[src/core/psf_defines.vh]
// Constants for the symbol-pair scrambler, repeat filter and path muxes.
// Assumes decoded 5-bit symbols, pairs carried as {first, second}.
`ifndef PSF_DEFINES_VH
`define PSF_DEFINES_VH

// ****************************************************************
// Register map (byte addresses) and bus answers
// ****************************************************************
`define PSF_ADDR_W 8
`define PSF_OFS_CTRL_ONE 8'h00
`define PSF_OFS_CTRL_TWO 8'h04
`define PSF_OFS_CTRL_THREE 8'h08
`define PSF_OFS_STATUS 8'h0c
`define PSF_RESP_OKAY 2'h0
`define PSF_RESP_SLVERR 2'h2

// ****************************************************************
// Field positions
// ****************************************************************
`define PSF_C1_FRAMER_LB 0
`define PSF_C1_DECODER_LB 1
`define PSF_C1_BYPASS_REQ 2
`define PSF_C1_SCRUB_REQ 3
`define PSF_C1_REMOTE_LOOP 4
`define PSF_C2_CONC_BYPASS 10
`define PSF_C3_SCRAMBLE_ON 0
`define PSF_C3_SCRAMBLER_LB 1

// ****************************************************************
// Reset values
// ****************************************************************
`define PSF_RST_CTRL_ONE 5'h00
`define PSF_RST_CTRL_TWO 11'h000
`define PSF_RST_CTRL_THREE 2'h0

// ****************************************************************
// Decoded symbols and pairs
// ****************************************************************
`define PSF_SYM_Q 5'h10
`define PSF_SYM_I 5'h17
`define PSF_SYM_H 5'h14
`define PSF_SYM_J 5'h1c
`define PSF_SYM_K 5'h13
`define PSF_SYM_T 5'h1d
`define PSF_SYM_V 5'h18
`define PSF_IDLE_PAIR 10'h2f7
`define PSF_HALT_PAIR 10'h294

// ****************************************************************
// Line-state hypothesis patterns and deduced data, newest bit in 0
// ****************************************************************
`define PSF_H_QLS 11'h000
`define PSF_H_ILS 11'h7ff
`define PSF_H_HLS 11'h39c
`define PSF_H_MLS 11'h380
`define PSF_D_QLS 11'h000
`define PSF_D_ILS 11'h7ff
`define PSF_D_HLS 11'h108
`define PSF_D_MLS 11'h080

// ****************************************************************
// Insertion controller states and timing
// ****************************************************************
`define PSF_PCI_DETACHED 3'h0
`define PSF_PCI_JOIN_CLEAN 3'h1
`define PSF_PCI_LEAVE_CLEAN 3'h2
`define PSF_HALT_PAIRS 2'h2

`endif

[src/core/psf_datapath.v]
// Symbol-pair data path: scrambler, descrambler, repeat filter, data
// stream generator and the seven path multiplexers, with an AXI4-Lite
// register slave. Framer, buffer, codec and state machines are outside
// and meet this block through plain ports, all sampled on i_ref_clk.
// Contract
// Enabled scrambler XORs each transmit bit with an x^11+x^9 generator.
// Descrambler XORs received bits with an identical generator.
// Synchroniser works only during resync request; otherwise free run.
// On pattern match output deduced data; load generator data^input.
// No match: output input^generator; generator runs on own feedback.
// Generator feedback is bit 11 XOR bit 9.
// Quiet, idle, halt and master patterns map to fixed hypotheses.
// Scrambling enabled when cipher pin or scramble_on bit is high.
// Repeat filter turns invalid line states after remote loop to Idle.
// Corrupted frame: four Halts, then Idle until next JK pair; code sends two Halts (PSF_HALT_PAIRS).
// Idle before ending delimiter rewrites previous pair to Idle.
// Stream generator picks request, maintenance, filter or tx pair.
// Stream generator registers every cycle for the eraser delay.
// Framer takes transmit-output latch under framer loopback or test.
// Scrambler loopback feeds descrambler output to scrambler input.
// Decoder takes transmit-output latch under decoder loopback or test.
// Bypass conditions route transmit input to receive output.
// Remote loop alone, or self test, puts decoder output on transmit.
// Scrub conditions drive Idle pairs to receive-output latch.
// Self test feeds test generator data to the transmit-output latch.
// Disabled cipher passes data unchanged with same latency.
`include "psf_defines.vh"

module psf_datapath (
	// Clock and reset
	input wire i_ref_clk,
	input wire i_srst,
	// AXI4-Lite register slave
	input wire [`PSF_ADDR_W-1:0] i_awaddr,
	input wire i_awvalid,
	output reg o_awready_q,
	input wire [31:0] i_wdata,
	input wire [3:0] i_wstrb,
	input wire i_wvalid,
	output reg o_wready_q,
	output reg [1:0] o_bresp_q,
	output reg o_bvalid_q,
	input wire i_bready,
	input wire [`PSF_ADDR_W-1:0] i_araddr,
	input wire i_arvalid,
	output reg o_arready_q,
	output reg [31:0] o_rdata_q,
	output reg [1:0] o_rresp_q,
	output reg o_rvalid_q,
	input wire i_rready,
	// Line side pairs
	input wire [9:0] i_line_rx_pair,
	output reg [9:0] o_line_tx_pair_q,
	// Receive path
	output reg [9:0] o_framer_in_q,
	input wire [9:0] i_eb_out,
	output reg [9:0] o_decoder_in_q,
	input wire [9:0] i_decoder_out,
	output reg [9:0] o_rx_pair_q,
	// Transmit path
	input wire [9:0] i_tx_pair_in,
	output reg [9:0] o_stream_bus_q,
	input wire [9:0] i_encoder_out,
	// Control from neighbouring blocks
	input wire i_resync_request,
	input wire i_cipher_pin,
	input wire i_service_state,
	input wire [2:0] i_pci_state,
	input wire i_line_state_request_valid,
	input wire [9:0] i_line_state_request,
	input wire i_self_test_run,
	input wire [9:0] i_self_test_data
);

	// ****************************************************************
	// Register file and AXI4-Lite slave
	// ****************************************************************
	localparam RF_OUT = 2'h0;
	localparam RF_FRAME = 2'h1;
	localparam RF_HALT = 2'h2;
	localparam RF_HUNT = 2'h3;
	localparam FC_PASS = 2'h0;
	localparam FC_IDLE = 2'h1;
	localparam FC_HALT = 2'h2;

	reg [4:0] ctrl_one_q;
	reg [10:0] ctrl_two_q;
	reg [1:0] ctrl_three_q;
	reg bypass_hold_q;
	reg [`PSF_ADDR_W-1:0] aw_addr_q;
	reg aw_got_q;
	reg [31:0] w_data_q;
	reg [3:0] w_strb_q;
	reg w_got_q;
	reg [1:0] rf_state_q;
	reg [1:0] rf_state_d;
	reg [1:0] halt_cnt_q;
	reg [1:0] halt_cnt_d;
	reg [1:0] filter_control;
	reg fragment;
	reg [10:0] scr_gen_q;
	reg [10:0] dsc_gen_q;
	reg [10:0] dsc_hist_q;
	reg [10:0] dsc_hyp_q;
	reg [9:0] rx_in_latch_q;
	reg [9:0] tx_in_latch_q;
	reg [9:0] tx_out_latch_q;
	reg [9:0] remote_q;
	reg [9:0] stream_q;
	reg [9:0] stream_d;
	reg [31:0] rd_word;
	reg rd_hit;
	wire cipher_on;
	wire [20:0] scr_res;
	wire [42:0] dsc_res;
	wire [9:0] scr_in;
	wire bypass_sel;
	wire scrub_sel;
	wire remote_sel;
	wire [9:0] bypass_out;

	assign cipher_on = i_cipher_pin | ctrl_three_q[`PSF_C3_SCRAMBLE_ON];

	// Reads are decoded here so the answer is registered on the take.
	always @*
	begin
		rd_hit = 1'b1;
		rd_word = 32'h0000_0000;
		case (i_araddr)
			`PSF_OFS_CTRL_ONE: rd_word = {27'h0, ctrl_one_q};
			`PSF_OFS_CTRL_TWO: rd_word = {21'h0, ctrl_two_q};
			`PSF_OFS_CTRL_THREE: rd_word = {30'h0, ctrl_three_q};
			`PSF_OFS_STATUS: rd_word = {26'h0, rf_state_q, scrub_sel,
				bypass_sel, i_resync_request, cipher_on};
			default: rd_hit = 1'b0;
		endcase
	end

	always @(posedge i_ref_clk)
	begin
		if (i_srst)
		begin
			o_awready_q <= 1'b1;
			o_wready_q <= 1'b1;
			o_bvalid_q <= 1'b0;
			o_bresp_q <= `PSF_RESP_OKAY;
			o_arready_q <= 1'b1;
			o_rvalid_q <= 1'b0;
			o_rresp_q <= `PSF_RESP_OKAY;
			o_rdata_q <= 32'h0000_0000;
			aw_got_q <= 1'b0;
			w_got_q <= 1'b0;
			aw_addr_q <= {`PSF_ADDR_W{1'b0}};
			w_data_q <= 32'h0000_0000;
			w_strb_q <= 4'h0;
			ctrl_one_q <= `PSF_RST_CTRL_ONE;
			ctrl_two_q <= `PSF_RST_CTRL_TWO;
			ctrl_three_q <= `PSF_RST_CTRL_THREE;
			bypass_hold_q <= 1'b1;
		end
		else
		begin
			if (o_awready_q & i_awvalid)
			begin
				aw_addr_q <= i_awaddr;
				aw_got_q <= 1'b1;
				o_awready_q <= 1'b0;
			end
			if (o_wready_q & i_wvalid)
			begin
				w_data_q <= i_wdata;
				w_strb_q <= i_wstrb;
				w_got_q <= 1'b1;
				o_wready_q <= 1'b0;
			end
			if (aw_got_q & w_got_q & ~o_bvalid_q)
			begin
				aw_got_q <= 1'b0;
				w_got_q <= 1'b0;
				o_bvalid_q <= 1'b1;
				o_bresp_q <= `PSF_RESP_OKAY;
				case (aw_addr_q)
					`PSF_OFS_CTRL_ONE:
						if (w_strb_q[0])
							ctrl_one_q <= w_data_q[4:0];
					`PSF_OFS_CTRL_TWO:
					begin
						if (w_strb_q[0])
							ctrl_two_q[7:0] <= w_data_q[7:0];
						if (w_strb_q[1])
							ctrl_two_q[10:8] <= w_data_q[10:8];
						// The first write to PSF_OFS_CTRL_TWO releases the reset bypass.
						bypass_hold_q <= 1'b0;
					end
					`PSF_OFS_CTRL_THREE:
						if (w_strb_q[0])
							ctrl_three_q <= w_data_q[1:0];
					`PSF_OFS_STATUS: o_bresp_q <= `PSF_RESP_OKAY;
					default: o_bresp_q <= `PSF_RESP_SLVERR;
				endcase
			end
			if (o_bvalid_q & i_bready)
			begin
				o_bvalid_q <= 1'b0;
				o_awready_q <= 1'b1;
				o_wready_q <= 1'b1;
			end
			if (o_arready_q & i_arvalid)
			begin
				o_arready_q <= 1'b0;
				o_rvalid_q <= 1'b1;
				o_rdata_q <= rd_word;
				o_rresp_q <= rd_hit ? `PSF_RESP_OKAY : `PSF_RESP_SLVERR;
			end
			if (o_rvalid_q & i_rready)
			begin
				o_rvalid_q <= 1'b0;
				o_arready_q <= 1'b1;
			end
		end
	end

	// ****************************************************************
	// Stream cipher: ten serial steps per pair, bit 9 first
	// ****************************************************************
	function [20:0] scr_pair;
		input [9:0] d;
		input [10:0] s;
		integer k;
		reg [10:0] g_reg;
		reg [9:0] o;
		reg fb;
		begin
			g_reg = s;
			o = 10'h000;
			for (k = 9; k >= 0; k = k - 1)
			begin
				fb = g_reg[10] ^ g_reg[8];
				o[k] = d[k] ^ fb;
				g_reg = {g_reg[9:0], fb};
			end
			scr_pair = {g_reg, o};
		end
	endfunction

	function [42:0] dsc_pair;
		input [9:0] d;
		input [10:0] s;
		input [10:0] sh;
		input [10:0] hh;
		input sync;
		integer k;
		reg [10:0] g_reg;
		reg [10:0] s_hist;
		reg [10:0] h_hist;
		reg [9:0] o;
		reg fb;
		reg hyp;
		reg hit;
		reg ded;
		begin
			g_reg = s;
			s_hist = sh;
			h_hist = hh;
			o = 10'h000;
			for (k = 9; k >= 0; k = k - 1)
			begin
				fb = g_reg[10] ^ g_reg[8];
				hyp = d[k] ^ s_hist[10] ^ s_hist[8];
				h_hist = {h_hist[9:0], hyp};
				hit = 1'b1;
				ded = 1'b0;
				case (h_hist)
					`PSF_H_QLS: ded = |(`PSF_D_QLS & 11'h001);
					`PSF_H_ILS: ded = |(`PSF_D_ILS & 11'h001);
					`PSF_H_HLS: ded = |(`PSF_D_HLS & 11'h001);
					`PSF_H_MLS: ded = |(`PSF_D_MLS & 11'h001);
					default: hit = 1'b0;
				endcase
				if (sync & hit)
				begin
					o[k] = ded;
					g_reg = {g_reg[9:0], ded ^ d[k]};
				end
				else
				begin
					o[k] = d[k] ^ fb;
					g_reg = {g_reg[9:0], fb};
				end
				s_hist = {s_hist[9:0], d[k]};
			end
			dsc_pair = {g_reg, s_hist, h_hist, o};
		end
	endfunction

	// Scrambler loopback returns receive data to the transmit cipher.
	assign scr_in = ~ctrl_three_q[`PSF_C3_SCRAMBLER_LB] ? tx_out_latch_q :
		cipher_on ? dsc_res[9:0] : i_line_rx_pair;
	assign scr_res = scr_pair(scr_in, scr_gen_q);
	assign dsc_res = dsc_pair(i_line_rx_pair, dsc_gen_q, dsc_hist_q,
		dsc_hyp_q, i_resync_request);

	// Generators keep running while disabled so that turning the cipher on
	// needs no restart; only the data bypasses them.
	always @(posedge i_ref_clk)
	begin
		if (i_srst)
		begin
			scr_gen_q <= 11'h7ff;
			dsc_gen_q <= 11'h000;
			dsc_hist_q <= 11'h000;
			dsc_hyp_q <= 11'h000;
			o_line_tx_pair_q <= 10'h000;
			rx_in_latch_q <= 10'h000;
		end
		else
		begin
			scr_gen_q <= scr_res[20:10];
			dsc_gen_q <= dsc_res[42:32];
			dsc_hist_q <= dsc_res[31:21];
			dsc_hyp_q <= dsc_res[20:10];
			o_line_tx_pair_q <= cipher_on ? scr_res[9:0] : scr_in;
			rx_in_latch_q <= cipher_on ? dsc_res[9:0] :
				i_line_rx_pair;
		end
	end

	// ****************************************************************
	// Receive path multiplexers
	// ****************************************************************
	assign bypass_sel = bypass_hold_q |
		(ctrl_one_q[`PSF_C1_BYPASS_REQ] & i_service_state) |
		ctrl_two_q[`PSF_C2_CONC_BYPASS] |
		(i_pci_state == `PSF_PCI_DETACHED) |
		(i_pci_state == `PSF_PCI_JOIN_CLEAN) |
		(i_pci_state == `PSF_PCI_LEAVE_CLEAN);
	assign scrub_sel = (ctrl_one_q[`PSF_C1_SCRUB_REQ] & i_service_state) |
		ctrl_two_q[`PSF_C2_CONC_BYPASS] |
		(i_pci_state == `PSF_PCI_JOIN_CLEAN) |
		(i_pci_state == `PSF_PCI_LEAVE_CLEAN);
	assign bypass_out = bypass_sel ? tx_in_latch_q : i_decoder_out;
	assign remote_sel = (ctrl_one_q[`PSF_C1_REMOTE_LOOP] &
		~ctrl_one_q[`PSF_C1_FRAMER_LB] & ~ctrl_one_q[`PSF_C1_DECODER_LB] &
		~ctrl_three_q[`PSF_C3_SCRAMBLER_LB]) | i_self_test_run;

	always @(posedge i_ref_clk)
	begin
		if (i_srst)
		begin
			o_framer_in_q <= 10'h000;
			o_decoder_in_q <= 10'h000;
			o_rx_pair_q <= `PSF_IDLE_PAIR;
			tx_in_latch_q <= 10'h000;
			tx_out_latch_q <= 10'h000;
			remote_q <= 10'h000;
		end
		else
		begin
			o_framer_in_q <= (ctrl_one_q[`PSF_C1_FRAMER_LB] |
				i_self_test_run) ? tx_out_latch_q : rx_in_latch_q;
			o_decoder_in_q <= (ctrl_one_q[`PSF_C1_DECODER_LB] |
				i_self_test_run) ? tx_out_latch_q : i_eb_out;
			o_rx_pair_q <= scrub_sel ? `PSF_IDLE_PAIR : bypass_out;
			tx_in_latch_q <= i_tx_pair_in;
			tx_out_latch_q <= i_self_test_run ? i_self_test_data :
				i_encoder_out;
			remote_q <= remote_sel ? i_decoder_out : tx_in_latch_q;
		end
	end

	// ****************************************************************
	// Repeat filter on the pair leaving the remote loopback latch
	// ****************************************************************
	wire [4:0] sym_a;
	wire [4:0] sym_b;
	wire has_v;
	wire has_bad;
	wire has_i;
	wire has_t;
	wire is_jk;

	assign sym_a = remote_q[9:5];
	assign sym_b = remote_q[4:0];
	assign has_v = (sym_a == `PSF_SYM_V) | (sym_b == `PSF_SYM_V);
	assign has_bad = has_v | (sym_a == `PSF_SYM_H) | (sym_b == `PSF_SYM_H) |
		(sym_a == `PSF_SYM_Q) | (sym_b == `PSF_SYM_Q);
	assign has_i = (sym_a == `PSF_SYM_I) |
		((sym_b == `PSF_SYM_I) & (sym_a != `PSF_SYM_T));
	assign has_t = (sym_a == `PSF_SYM_T) | (sym_b == `PSF_SYM_T);
	assign is_jk = (sym_a == `PSF_SYM_J) & (sym_b == `PSF_SYM_K);

	always @*
	begin
		rf_state_d = rf_state_q;
		halt_cnt_d = halt_cnt_q;
		filter_control = FC_PASS;
		fragment = 1'b0;
		case (rf_state_q)
			RF_OUT:
				if (is_jk)
					rf_state_d = RF_FRAME;
				else if (has_v)
					filter_control = FC_IDLE;
			RF_FRAME:
				if (is_jk)
					rf_state_d = RF_FRAME;
				else if (has_bad)
				begin
					filter_control = FC_HALT;
					halt_cnt_d = `PSF_HALT_PAIRS - 2'h1;
					rf_state_d = RF_HALT;
				end
				else if (has_i)
				begin
					fragment = 1'b1;
					rf_state_d = RF_OUT;
				end
				else if (has_t)
					rf_state_d = RF_OUT;
			RF_HALT:
			begin
				filter_control = FC_HALT;
				halt_cnt_d = halt_cnt_q - 2'h1;
				if (halt_cnt_q == 2'h1)
					rf_state_d = RF_HUNT;
			end
			RF_HUNT:
				if (is_jk)
					rf_state_d = RF_FRAME;
				else
					filter_control = FC_IDLE;
			default: rf_state_d = RF_OUT;
		endcase
	end

	// ****************************************************************
	// Data stream generator and fragment eraser
	// ****************************************************************
	always @*
	begin
		if (i_service_state)
			stream_d = ctrl_two_q[9:0];
		else if (i_line_state_request_valid)
			stream_d = i_line_state_request;
		else if (filter_control == FC_HALT)
			stream_d = `PSF_HALT_PAIR;
		else if (filter_control == FC_IDLE)
			stream_d = `PSF_IDLE_PAIR;
		else
			stream_d = remote_q;
	end

	// The stage in stream_q is what lets a fragment seen now rewrite the
	// pair that came just before it.
	always @(posedge i_ref_clk)
	begin
		if (i_srst)
		begin
			rf_state_q <= RF_OUT;
			halt_cnt_q <= 2'h0;
			stream_q <= `PSF_IDLE_PAIR;
			o_stream_bus_q <= `PSF_IDLE_PAIR;
		end
		else
		begin
			rf_state_q <= rf_state_d;
			halt_cnt_q <= halt_cnt_d;
			stream_q <= stream_d;
			o_stream_bus_q <= fragment ? `PSF_IDLE_PAIR : stream_q;
		end
	end

endmodule

[config.mk]
export PLATFORM = sky130hd
export DESIGN_NAME = psf_datapath
export DESIGN_NICKNAME = d
export VERILOG_FILES = /design/src/core/psf_datapath.v
export VERILOG_INCLUDE_DIRS = /design/src /design/src/core
export SDC_FILE = /design/constraint.sdc
export NUM_CORES = 1
export LEC_CHECK = 0
export ABC_AREA = 1
export ABC_CLOCK_PERIOD_IN_PS = 2100
export BUFFER_PORTS_ARGS = -buffer_cell sky130_fd_sc_hd__buf_2
export CAP_MARGIN = 30
export CORE_UTILIZATION = 38
export DETAILED_ROUTE_END_ITERATION = 10
export PLACE_DENSITY = 0.74
export SLEW_MARGIN = 0
export SYNTH_ARGS = -nofsm -noshare
export SYNTH_HDL_FRONTEND = slang
export SYNTH_SLANG_ARGS = --single-unit
[constraint.sdc]
create_clock -name i_ref_clk -period 2.1 [get_ports i_ref_clk]
set_input_delay 0.21 -clock i_ref_clk [delete_from_list [all_inputs] [get_ports i_ref_clk]]
set_output_delay 0.21 -clock i_ref_clk [all_outputs]
set_load 0.005 [all_outputs]
**After elaboration in Yosys (flattened, before gate mapping)**

Cells that the tools add are included.

- Bits in registers: 230
- Latch bits: 0
- Memory bits (writable): 0
- ROM bits: 0
- Input port bits: 137
- Output and inout bits: 91
- Word-level logic and storage cells: 330
- Memories: 0

- Add/subtract/negate cells: 1
- Multipliers: 0
- Div/mod/pow operators: 0
- Order comparisons: 0
- Equal/unequal tests: 62
- Shift-type cells: 0
- Muxes and demuxes: 76
- Bitwise gates (word level): 117
- Reduce and logical (&&, ||, !) cells: 40

Operators with widths:

| operator | count |
|---|---|
| 11-bit by 10-bit == test with 1-bit output (second input constant) | 20 |
| 10-bit 2-to-1 mux | 12 |
| 11-bit == test (second input constant) | 10 |
| 11-bit zero test | 10 |
| 1-bit bitwise XOR | 70 |
| 5-bit == test (second input constant) | 12 |
| 1-bit 2-to-1 mux | 48 |
| 4-bit OR reduction | 12 |
| 11-bit one-hot mux with 4 select lines | 1 |
| 8-bit by 4-bit == test with 1-bit output (second input constant) | 4 |
| 1-bit AND | 24 |
| 2-bit 2-to-1 mux | 12 |
| 1-bit bitwise OR | 19 |
| 3-bit AND reduction | 6 |
| 8-bit by 3-bit == test with 1-bit output (second input constant) | 2 |
| 8-bit zero test | 2 |
| 2-bit OR reduction | 6 |
| 5-bit inequality test (second input constant) | 2 |
| 2-bit one-hot mux with 4 select lines | 1 |
| 2-bit by 1-bit == test with 1-bit output (second input constant) | 3 |
| 2-bit == test (second input constant) | 3 |
| 2-bit inequality test (second input constant) | 3 |
| 2-bit one-hot mux with 3 select lines | 1 |
| 1-bit inverter | 4 |
| other kinds (9) | 9 |

**Longest topological paths before layout**

Gate-level depths: netlist of run 1.

- Depth after elaboration: 14
- Mapped depth: 21
- Gate-level depth less buffers: 20

**Least setup slack after synthesis of run 1**

No wires, ideal clock.

- Kind: reg2reg
- Start: reg dsc_hist_q[7]
- End: reg o_line_tx_pair_q[3]
- Setup time: 0.115 ns
- Arrival: 1.831 ns
- Setup slack: 0.154 ns
- Cell stages (with the launch flop): 14
- Path buffers: 0
- Clock period less this slack: 1.946 ns
- Cells stage by stage: dfxtp_1 xnor2_2 xor2_2 nand2_1 inv_1 nand2_2 a21oi_1 o21ai_2 nand3_2 nand3_2 nand3_2 nand3_1 nand2_1 nor2_1

- Cells in the longest elaborated chain, start to end: 11

Ends and longest elaborated chain:

| element | RTL line | text |
|---|---|---|
| from (decl) | psf_datapath.v:103 | `reg [10:0] dsc_hist_q;` |
| from (signal assigned) | psf_datapath.v:320 | `dsc_hist_q <= dsc_res[31:21];` |
| 1-bit bitwise XOR (2 in a row) | psf_datapath.v:269 | `hyp = d[k] ^ s_hist[10] ^ s_hist[8];` |
| 11-bit == test, or another cell as far along | psf_datapath.v:273 | `case (h_hist)` |
| 4-bit OR reduction (no line) | n/a |  |
| 1-bit 2-to-1 mux | psf_datapath.v:273 |  |
| 1-bit AND | psf_datapath.v:280 | `if (sync & hit)` |
| 1-bit 2-to-1 mux (*) | psf_datapath.v:280 |  |
| 10-bit 2-to-1 mux (*) | psf_datapath.v:298 | `cipher_on ? dsc_res[9:0] : i_line_rx_pair;` |
| 10-bit 2-to-1 mux (*) | psf_datapath.v:297 | `` assign scr_in = ~ctrl_three_q[`PSF_C3_SCRAMBLER_LB] ? tx_out_latch_q : `` |
| 1-bit bitwise XOR | psf_datapath.v:239 | `o[k] = d[k] ^ fb;` |
| 10-bit 2-to-1 mux (*) | psf_datapath.v:322 | `o_line_tx_pair_q <= cipher_on ? scr_res[9:0] : scr_in;` |
| to (signal assigned) | psf_datapath.v:322 |  |
| to (decl) | psf_datapath.v:53 | `output reg [9:0] o_line_tx_pair_q,` |

Every way passes the cells marked *; elsewhere a longest branch is shown, timed or not.
A chain may end at the register's enable or synchronous reset.

**Final worst setup path of run 1**

- Start: reg dsc_hist_q[6]
- End: reg o_line_tx_pair_q[3]

Same word-level chain as after synthesis.

==> results of run 1 <==
[how the worst min path moves through the flow]
stage | slack, ns | end | depth (start not counted) | startpoint
floorplan | 0.32 | tx_in_latch_q[0]$_SDFF_PP0_ | 2 | i_tx_pair_in[0]
global placement | 0.40 | o_stream_bus_q[1]$_SDFF_PP1_ | 1 | stream_q[1]$_SDFF_PP1_
detailed placement | 0.40 | o_stream_bus_q[5]$_SDFF_PP1_ | 1 | stream_q[5]$_SDFF_PP1_
CTS | 0.003 | remote_q[8]$_SDFF_PP0_ | 3 | i_decoder_out[8]
global route | -0.003 | stream_q[9]$_SDFF_PP1_ | 3 | i_line_state_request[9]
finish | -0.0001 | stream_q[2]$_SDFF_PP1_ | 3 | i_line_state_request[2]
[area by class of cell]
| cell class | instances | area (um^2) | share of cell area |
|---|---|---|---|
| inverters | 125 | 472 | 0.0359 |
| clock inverters | 15 | 138 | 0.0105 |
| multi-input cells | 887 | 4870 | 0.370 |
| flip-flops and latches | 207 | 4170 | 0.317 |
| clock buffers | 29 | 661 | 0.0502 |
| repair buffers | 353 | 2440 | 0.186 |
| well taps | 319 | 399 | 0.0303 |
[synthesized netlist by cell type, types with 2 or more instances]
master | n | area share
nor2_2 | 5 | 0.0034
a211oi_1 | 2 | 0.0016
ha_1 | 5 | 0.0067
a21oi_1 | 67 | 0.036
inv_1 | 112 | 0.045
o21a_1 | 2 | 0.0016
o21ai_0 | 114 | 0.061
buf_4 | 24 | 0.019
xor2_1 | 28 | 0.026
nor2_4 | 2 | 0.0024
a31oi_1 | 4 | 0.0027
nand3_1 | 67 | 0.036
or2_2 | 20 | 0.013
and3_1 | 3 | 0.0020
xnor2_2 | 2 | 0.0035
nand3_2 | 9 | 0.0097
nor4_1 | 10 | 0.0067
nor3_2 | 2 | 0.0021
nand2_2 | 9 | 0.0060
o221ai_1 | 5 | 0.0047
dfxtp_1 | 207 | 0.44
nand2_1 | 195 | 0.079
nand4_1 | 12 | 0.0081
nor3_1 | 12 | 0.0064
nor2_1 | 232 | 0.093
o211ai_1 | 7 | 0.0056
inv_2 | 9 | 0.0036
clkbuf_1 | 29 | 0.012
clkinv_1 | 4 | 0.0016
xnor2_1 | 19 | 0.018
o22ai_1 | 6 | 0.0040
o21ai_2 | 3 | 0.0028
a221oi_1 | 3 | 0.0028
o21ai_1 | 5 | 0.0027
buf_2 | 5 | 0.0027
xor2_2 | 3 | 0.0052
buf_1 | 3 | 0.0012
[state kept, by name, summed over array words and instances (netlist names), 11 cells and up]
signal and cells:
dsc_hist_q 11, o_rdata_q 11, dsc_gen_q 11, ctrl_two_q 11, scr_gen_q 11, w_data_q 11
[routing by layer]
metal | up-vias | GRT usage | routed length [um] | share of wire
met5 | - | 0 | 0 | 0
met2 | 317 | 0.375 | 13400 | 0.47
met4 | 0 | 0.0820 | 905 | 0.031
met1 | 4311 | 0.283 | 12800 | 0.45
li1 | 4697 | - | - | -
met3 | 59 | 0.0346 | 1630 | 0.057
[per-stage QoR]
| step | hold slack (ns) | cells |
|---|---|---|
| after floorplan | 0.317 | 1282 |
| after detailed placement | 0.398 | 1807 |
| after global routing | -0.00325 | 1935 |
| final | -0.000126 | 1935 |
| after CTS | 0.00292 | 1920 |
| after global placement | 0.399 | 1807 |
[kinds of logic after synthesis]
| group | count (synthesis) |
|---|---|
| and+or+nand+nor | 582 |
| xor gates and xnor gates | 53 |
| DFF | 207 |
| buffers and inverters | 188 |
| other | 1 |
| AOI/OAI and AO/OA | 224 |
| adders and majority gates | 5 |
[power by group through the flow]
stage,registers (mW),logic (mW),clock network [mW]
6_report,4.74,2.91,4.20
5_1_grt,4.79,3.24,4.46
4_1_cts,4.73,2.63,4.27
3_5_place_dp,4.81,2.49,0
3_3_place_gp,4.80,2.44,0
2_1_floorplan,4.74,1.69,0
[critical path, delay by kind of cell, from the launching register on]
| kind | cells | cell delay (ns) |
|---|---|---|
| buffers and inverters | 2 | 0.28 |
| AND/OR/NAND/NOR | 8 | 0.69 |
| flip-flops | 1 | 0.38 |
| XOR/XNOR | 2 | 0.36 |
| AO/OA/AOI/OAI | 2 | 0.31 |
[timing repair]
action                                  CTS  global route
gates cloned                              0             0
setup buffers                             2            16
hold buffers                             67             0
endpoints found under the setup margin   13            37
hold endpoints to repair                 69             0
gates resized for setup                   8           129
pin swaps                                 2            52
==> results by group, run 1 <==
Setup path
  – Flop2flop setup slack: -0.01 ns
  – Worst EP required: 2.51 ns
  – Worst reg2reg startpoint: dsc_hist_q[6]$_SDFF_PP0_
  – Crit path max fanout: 4
  – Crit. End Element: flop
  – Cell count of the worst reg-to-reg path: 14
  – Worst EP arrival: 2.52 ns
  – CP peak stage delay: 0.38 ns
  – Slowest-stage cell, CP: dfxtp_4
  – CP cell instances: xnor2_4 > xor2_4 > buf_6 > nor2_4 > buf_4 > nand3_2 > a21oi_2 > o21ai_2 > nand3_2 > nand3_2 > nand3_2 > nand3_2 > nand2_1 > nor2_1
  – Worst Setup EP: o_line_tx_pair_q[3]$_SDFF_PP0_
  – Worst Setup SP: dsc_hist_q[6]$_SDFF_PP0_
  – Crit path kind: flop to flop
  – R2r endpoint: o_line_tx_pair_q[3]$_SDFF_PP0_
  – Startpoint Class: flop
  – Cell mode on critical path: nand3_2

Run
  – Max cap viols: 0

Final layout
  – Final #Nets: 1,740
  – Most frequent cells in the layout: 222 x nor2_1, 191 x dfxtp_1, 181 x buf_2
  – Leading cell type in the layout, fill and taps excluded: nor2_1
  – Layout cells sized above 1: 0.306
  – Fill cells: 2,192
  – Fin util: 0.554
  – # diodes: 0
  – Synthesis-to-finish area growth: 41.2%
  – Post-route cell area: 13,200 um^2

Pwr
  – P_sw: 3.62 mW
  – Max VDD drop: 0.577 mV
  – Design Power: 11.8 mW
  – Leakage power: 6.05 nW
  – Sw Ratio: 0.306
  – Clock Power Share: 0.354
  – PD cells: 900 nW/um^2
  – Cell Int Power: 8.22 mW
  – Comb power frac: 0.245
  – Part of the power in registers: 0.400

Clock tree
  – CTS tree: yes
  – Skew-Pair Late Insertion Delay: 0.51 ns
  – Clock slew at the register clock pins of the worst setup and hold paths: 0.06 ns
  – Max Root-Sink Buffers: 3
  – Clock sinks: 207
  – CTS root buf: clkbuf_16
  – CTS Buf Count: 24
  – H-tree depth: 1

Timing
  – RSZ-0062 raised after global routing: yes
  – Fmax: 474 MHz
  – WHS: -0.000126 ns
  – Setup WS post-layout: -0.00999 ns
  – Setup_tns: -0.00999 ns
  – Max Transition Viols Final: 0
  – Clock skew: 0.00913 ns
  – Crit share post-route: 1.00
  – Worst-Margin Slew: 0.627 ns
  – Final min period: 2.11 ns
  – Max_slew headroom: 0.579
  – Setup Viol. Count Final: 1
  – Final hold violations: 1

Logic synthesis
  – Post-Synth Adder-Cell Area: 0.00672
  – Synth Register Bits: 207
  – Simple-gate share of the synthesized area: 0.273
  – EDFF count, synth: 0
  – Asr flop ratio synth: 0
  – Post-synthesis mux area share: 0
  – Syn Area/Cell: 7.39 um^2
  – Synth cell types: 51
  – Seq/Total Area, Yosys: 0.445
  – Synth Area in Compound Gates: 0.132
  – Post-synthesis xor/xnor area fraction: 0.0559
  – Syn Inst Count: 1,260
  – Top_reg_cell synth: dfxtp_1
  – Mapped cell area: 9320 um^2
  – Largest family of logic cells by synthesized area: simple AND/OR/NAND/NOR gates
  – Ys Warns: 0

Global route
  – Grt ovf: 0
  – Vias in the first global route: 9,040
  – First-pass GRT wire length: 43.9 mm
  – Initial antenna violation count: 0
  – Largest net degree at the start of global routing: 72
  – Gr usage total: 0.222

Place
  – Post-Place Worst Slack: -0.0952 ns
  – Hpwl dp: 20.3 mm
  – RD Place Congestion: 0.912
  – DP Area: 11,100 um^2
  – Port bufs: 181

Route
  – Mean number of vias per cell: 4.85
  – DRC: 0
  – Post-DRT Antenna Nets: 0
  – Initial DRC count: 711
  – Post-detailed-routing wire length: 28.8 mm
  – Router iterations before antenna repair: 5
  – Drt wl/cell: 14.9 um
  – Vias: 9,384

Run status
  – Status: finished with violations
  – Failing checks: negative hold slack, negative setup slack

Floorplan
  – Initial Utilization: 0.392
  – Core region area: 23,800 um^2
  – Die area: 25,100 um^2
  – Die Span Y: 159 um
  – Die width: 159 um
  – IO Count: 228
  – Rows: 56

Worst hold path
  – Min-delay worst type: primary input to flop
Power figures use the tool's default switching activity.
==> inputs of run 2 (changes only) <==
--- a/config.mk
+++ b/config.mk
@@ -13,6 +13,7 @@
 export CORE_UTILIZATION = 38
 export DETAILED_ROUTE_END_ITERATION = 10
 export PLACE_DENSITY = 0.74
+export SETUP_SLACK_MARGIN = 0.02
 export SLEW_MARGIN = 0
 export SYNTH_ARGS = -nofsm -noshare
 export SYNTH_HDL_FRONTEND = slang
==> results by group, run 2 (synthesis gave the netlist of run 1 again) <==
Place
  – Port bufs: 181 (unchanged)
  – Hpwl dp: 20.3 mm (unchanged)
  – Post-Place Worst Slack: -0.0952 ns (unchanged)
  – Placed insts: 1,807 (unchanged)
  – DP Area: 11,100 um^2 (unchanged)
  – RD Place Congestion: 0.912 (unchanged)

Setup path
  – CP peak stage delay: 0.36 ns (-0.02 ns)
  – Slowest-stage cell, CP: dfxtp_4
  – Worst EP arrival: 2.51 ns (about the same)
  – Crit. End Element: flop
  – Crit path max fanout: 5 (+1)
  – Crit path kind: flop to flop
  – CP cell instances: xnor2_4 > xor2_4 > buf_6 > buf_6 > nor2_4 > nand2_2 > inv_2 > nand4_1 > or2_4 > nand3_2 > nand3_2 > nand3_2 > nand3_2 > nand2_1 > nor2_1
  – Worst EP required: 2.51 ns (about the same)
  – Startpoint Class: flop
  – Cell mode on critical path: nand3_2

Route
  – Initial DRC count: 679 (-4.5%)
  – Drt wl/cell: 14.9 um (about the same)
  – Mean number of vias per cell: 4.83 (-0.50%)
  – Post-detailed-routing wire length: 28.7 mm (-0.26%)
  – Router iterations before antenna repair: 5 (unchanged)
  – Post-DRT Antenna Nets: 0 (unchanged)
  – Vias: 9,318 (-0.70%)
  – DRC: 0 (unchanged)

Timing
  – Max_slew headroom: 0.574 (-0.00464)
  – Max Transition Viols Final: 0 (unchanged)
  – Setup WS post-layout: 0.00768 ns (+0.0177 ns)
  – Worst-Margin Slew: 0.634 ns (+0.00691 ns)
  – RSZ-0062 raised after global routing: yes
  – WHS: 0.000322 ns (+0.000448 ns)
  – Setup_tns: 0 ns (+0.00999 ns)
  – Final min period: 2.09 ns (-0.0177 ns)
  – Setup Viol. Count Final: 0 (-1)
  – Crit share post-route: 0.996 (-0.00841)
  – Final hold violations: 0 (-1)
  – Fmax: 478 MHz (+0.84%)
  – Clock skew: 0.0105 ns (+0.00141 ns)

Pwr
  – Leakage power: 5.96 nW (-1.5%)
  – PD cells: 907 nW/um^2 (+0.76%)
  – Design Power: 11.8 mW (-0.49%)
  – Max VDD drop: 0.586 mV (+1.6%)

Global route
  – First-pass GRT wire length: 44.0 mm (about the same)
  – Vias in the first global route: 9,047 (+0.077%)
  – Gr usage total: 0.222 (+0.000235)
  – Initial antenna violation count: 0 (unchanged)
  – Grt ovf: 0 (unchanged)
  – Largest net degree at the start of global routing: 72 (unchanged)

Floorplan
  – Rows: 56 (unchanged)
  – Die Span Y: 159 um (unchanged)
  – Die area: 25,100 um^2 (unchanged)
  – IO Count: 228 (unchanged)
  – Initial Utilization: 0.392 (unchanged)
  – Die width: 159 um (unchanged)
  – Core region area: 23,800 um^2 (unchanged)

Final layout
  – Fill cells: 2,206 (+0.64%)
  – Most frequent cells in the layout: 221 x nor2_1, 192 x dfxtp_1, 181 x buf_2
  – Post-route cell area: 13,000 um^2 (-1.2%)
  – Fin util: 0.547 (-0.00690)
  – # diodes: 0 (unchanged)
  – Leading cell type in the layout, fill and taps excluded: nor2_1
  – Non-Filler Instances: 1,931 (-0.21%)
  – Final #Nets: 1,736 (-0.23%)
  – Layout cells sized above 1: 0.295 (-0.0110)
  – Synthesis-to-finish area growth: 39.5%

Clock tree
  – CTS tree: yes
  – CTS root buf: clkbuf_16
  – Skew-Pair Late Insertion Delay: 0.51 ns (about the same)
  – H-tree depth: 1 (unchanged)
  – Clock sinks: 207 (unchanged)
  – CTS Buf Count: 24 (unchanged)
  – Clock slew at the register clock pins of the worst setup and hold paths: 0.06 ns (about the same)
  – Max Root-Sink Buffers: 3 (unchanged)

Worst hold path
  – Min-delay worst type: primary input to flop

Run status
  – Status: finished clean

Run
  – Max cap viols: 0 (unchanged)
run 2: cell types whose count changed in the layout (fill, tap and decap cells not counted), moves of 3 or more:
cell / before / now
nand3_2: 25 / 20
nand2_4: 4 / 1
nand2_1: 169 / 175
nand2_2: 31 / 28
buf_6: 11 / 6
nand3_1: 51 / 56
run 2: path summary, 6_finish.rpt:
| path | slack, ns | startpoint | end | cells after the start |
|---|---|---|---|---|
| max | 0.008 | dsc_hist_q[9]$_SDFF_PP0_ | o_line_tx_pair_q[3]$_SDFF_PP0_ | 15 |
| min | 0.0003 | i_line_state_request[2] | stream_q[2]$_SDFF_PP1_ | 3 |
| min reg2reg | 0.41 | stream_q[2]$_SDFF_PP1_ | o_stream_bus_q[2]$_SDFF_PP1_ | 1 |
| max reg2reg | 0.008 | dsc_hist_q[9]$_SDFF_PP0_ | o_line_tx_pair_q[3]$_SDFF_PP0_ | 15 |
run 2: cell type report:
cell class | count | area [um^2] | area share
repair buffers | 349 | 2390 | 0.184
clock inverters | 15 | 138 | 0.0106
multi-input cells | 887 | 4760 | 0.367
flip-flops and latches | 207 | 4170 | 0.321
well taps | 319 | 399 | 0.0307
clock buffers | 29 | 661 | 0.0508
inverters | 125 | 469 | 0.0361
run 2: what timing repair did:
item / CTS / global route
pin swaps: 2 / 36
resized for setup: 15 / 92
hold endpoints to repair: 69 / 0
endpoints found under the setup margin: 20 / 39
hold buffers: 67 / 0
buffers inserted: 2 / 12
run 2: worst max-delay path: cells and delay by family, from the launching register on:
kind                      cells  cell delay (ns)
xor gates and xnor gates      2             0.31
buffers and inverters         3             0.30
DFF                           1             0.36
and+or+nand+nor              10             1.02
run 2: per-layer routing:
layer	wire (um)	vias up	part of all wire	track usage
met4	869	0	0.030	0.0820
met3	1560	58	0.054	0.0346
li1	-	4686	-	-
met2	13300	294	0.46	0.376
met5	0	-	0	0
met1	13000	4280	0.45	0.283
run 2: power by group:
group          switching, mW  internal (mW)
logic                   1.56           1.28
registers              0.321           4.42
clock network           1.71           2.50
==> inputs of run 3 (changes only) <==
--- a/config.mk
+++ b/config.mk
@@ -13,8 +13,9 @@
 export CORE_UTILIZATION = 38
 export DETAILED_ROUTE_END_ITERATION = 10
 export PLACE_DENSITY = 0.74
+export RECOVER_POWER = 50
 export SETUP_SLACK_MARGIN = 0.02
-export SLEW_MARGIN = 0
+export SLEW_MARGIN = 20
 export SYNTH_ARGS = -nofsm -noshare
 export SYNTH_HDL_FRONTEND = slang
 export SYNTH_SLANG_ARGS = --single-unit
==> results by group, run 3 (synthesis gave the netlist of run 1 again) <==
Run status
  – Status: finished with violations
  – Failing checks: negative setup slack

Worst hold path
  – Min-delay worst type: primary input to flop
  – Hold Crit Start: i_line_state_request[2]
  – Min-Delay Path Depth: 3 (unchanged)
  – WHS Endpoint: stream_q[2]$_SDFF_PP1_

Setup path
  – Crit path max fanout: 5 (unchanged)
  – Slowest-stage cell, CP: dfxtp_4
  – Crit path max-delay family: buffers and inverters
  – R2r endpoint: dsc_gen_q[5]$_SDFF_PP0_
  – Crit path kind: flop to flop
  – Cell mode on critical path: buf_4
  – Worst EP arrival: 2.45 ns (-0.06 ns)
  – CP peak stage delay: 0.36 ns (about the same)
  – CP Depth: 13 (-2)
  – Cell count of the worst reg-to-reg path: 13 (-2)
  – CP cell instances: xnor2_4 > xor2_4 > buf_6 > buf_4 > nor2_4 > nand2_2 > inv_2 > nand4_1 > buf_4 > buf_4 > xor2_1 > nor2_1 > a211oi_1
  – Worst reg2reg startpoint: dsc_hist_q[9]$_SDFF_PP0_
  – Startpoint Class: flop
  – Worst EP required: 2.44 ns (-0.07 ns)
  – Crit. End Element: flop
  – Flop2flop setup slack: -0.01 ns (-0.02 ns)
  – Worst path bufs/invs: 5 (+2)

Clock tree
  – CTS root buf: clkbuf_16
  – Max Root-Sink Buffers: 3 (unchanged)
  – CTS tree: yes
  – Clock slew at the register clock pins of the worst setup and hold paths: 0.06 ns (about the same)
  – H-tree depth: 1 (unchanged)
  – Clock sinks: 207 (unchanged)
  – CTS Buf Count: 24 (unchanged)
  – Skew-Pair Late Insertion Delay: 0.51 ns (about the same)

Pwr
  – Cell Int Power: 8.19 mW (about the same)
  – Max VDD drop: 0.587 mV (+0.11%)
  – PD cells: 908 nW/um^2 (about the same)
  – P_sw: 3.58 mW (-0.13%)
  – Comb power frac: 0.241 (about the same)
  – Sw Ratio: 0.304 (about the same)
  – Clock Power Share: 0.357 (about the same)
  – Leakage power: 5.95 nW (-0.13%)
  – Design Power: 11.8 mW (about the same)
  – Part of the power in registers: 0.402 (about the same)

Place
  – Hpwl dp: 20.3 mm (unchanged)
  – Port bufs: 181 (unchanged)
  – RD Place Congestion: 0.912 (unchanged)
  – Placed insts: 1,807 (unchanged)

Route
  – Post-DRT Antenna Nets: 0 (unchanged)
  – Initial DRC count: 646 (-4.9%)
  – Drt wl/cell: 14.9 um (about the same)
  – Vias: 9,311 (-0.075%)
  – DRC: 0 (unchanged)
  – Router iterations before antenna repair: 6 (+1)
  – Post-detailed-routing wire length: 28.7 mm (about the same)
  – Mean number of vias per cell: 4.82 (about the same)

Global route
  – Grt ovf: 0 (unchanged)
  – Gr usage total: 0.222 (unchanged)
  – Largest net degree at the start of global routing: 72 (unchanged)
  – First-pass GRT wire length: 44.0 mm (unchanged)
  – Initial antenna violation count: 0 (unchanged)
  – Vias in the first global route: 9,047 (unchanged)

Run
  – Max cap viols: 0 (unchanged)

Final layout
  – Layout cells sized above 1: 0.295 (-0.000620)
  – Synthesis-to-finish area growth: 39.3%
  – Most frequent cells in the layout: 221 x nor2_1, 192 x dfxtp_1, 180 x buf_2
  – Non-Filler Instances: 1,931 (unchanged)
  – Final #Nets: 1,736 (unchanged)
  – Leading cell type in the layout, fill and taps excluded: nor2_1
  – Fin util: 0.546 (-0.000685)
  – # diodes: 0 (unchanged)

Timing
  – Crit share post-route: 1.01 (+0.00917)
  – Worst-Margin Slew: 1.31 ns (+0.674 ns)
  – Max Transition Viols Final: 0 (unchanged)
  – Setup Viol. Count Final: 1 (+1)
  – Clock skew: 0.0102 ns (-0.000356 ns)
  – Fmax: 474 MHz (-0.91%)
  – Max_slew headroom: 0.128 (-0.446)
  – Setup WS post-layout: -0.0116 ns (-0.0193 ns)
  – Final hold violations: 0 (unchanged)
  – Setup_tns: -0.0116 ns (-0.0116 ns)
  – RSZ-0062 raised after global routing: yes
  – Final min period: 2.11 ns (+0.0193 ns)

Floorplan
  – Rows: 56 (unchanged)
  – Die Span Y: 159 um (unchanged)
  – Initial Utilization: 0.392 (unchanged)
  – Core region area: 23,800 um^2 (unchanged)
  – Die area: 25,100 um^2 (unchanged)
  – IO Count: 228 (unchanged)
  – Die width: 159 um (unchanged)
run 3: changes by cell type in the layout (fill, tap and decap cells not counted), sizes merged:
cell / change
buf: -2
clkbuf: +2
run 3: metrics by stage:
step	setup WS, ns	hold slack, ns	area (um^2)
finish	-0.0116	0.000414	13000
global route	-0.119	-0.00325	13000
CTS	0.00812	0.00292	12600
detailed placement	-0.0952	0.398	11100
global placement	-0.0618	0.399	11100
floorplan	0.154	0.317	9400
run 3: final cells by class:
type / count / area (um^2)
repair buffers: 349 / 2380
flip-flops and latches: 207 / 4170
well taps: 319 / 399
inverters: 125 / 469
multi-input cells: 887 / 4760
fillers: 2209 / 10800
clock inverters: 15 / 138
clock buffers: 29 / 661
run 3: power groups by stage:
stage / clock, mW / combinational, mW / sequential, mW
floorplan: 0 / 1.69 / 4.74
global placement: 0 / 2.44 / 4.80
detailed placement: 0 / 2.49 / 4.81
CTS: 4.27 / 2.64 / 4.73
global route: 4.46 / 3.17 / 4.79
finish: 4.20 / 2.84 / 4.74
run 3: how the worst max path moves through the flow:
stage,from,endpoint,slack (ns)
final,dsc_hist_q[9]$_SDFF_PP0_,dsc_gen_q[5]$_SDFF_PP0_,-0.01
after global placement,i_line_rx_pair[8],o_line_tx_pair_q[6]$_SDFF_PP0_,-0.06
after floorplan,dsc_hist_q[7]$_SDFF_PP0_,o_line_tx_pair_q[3]$_SDFF_PP0_,0.15
after global routing,dsc_hist_q[9]$_SDFF_PP0_,dsc_gen_q[5]$_SDFF_PP0_,-0.12
after detailed placement,dsc_hist_q[9]$_SDFF_PP0_,o_line_tx_pair_q[6]$_SDFF_PP0_,-0.1
after CTS,dsc_hist_q[9]$_SDFF_PP0_,o_line_tx_pair_q[7]$_SDFF_PP0_,0.008
run 3: repair_timing:
item | in CTS | in global routing
buffers inserted | 2 | 12
resized for setup | 15 | 92
hold endpoints to repair | 69 | 0
hold buffers | 67 | 0
endpoints found under the setup margin | 20 | 39
pin swaps | 2 | 36
run 3: layer usage:
layer,track usage,vias up,part of all wire
met5,0,-,0
met4,0.0820,0,0.030
li1,-,4691,-
met2,0.376,307,0.46
met3,0.0346,58,0.058
met1,0.283,4255,0.45
run 3: worst reg2reg max path: stages, from the launching register on:
cell and delay, ns:
dfxtp_4 0.36, xnor2_4 0.15, xor2_4 0.16, buf_6 0.14, buf_4 0.14, nor2_4 0.14, nand2_2 0.09, inv_2 0.06
nand4_1 0.11, buf_4 0.17, buf_4 0.12, xor2_1 0.14, nor2_1 0.12, a211oi_1 0.05
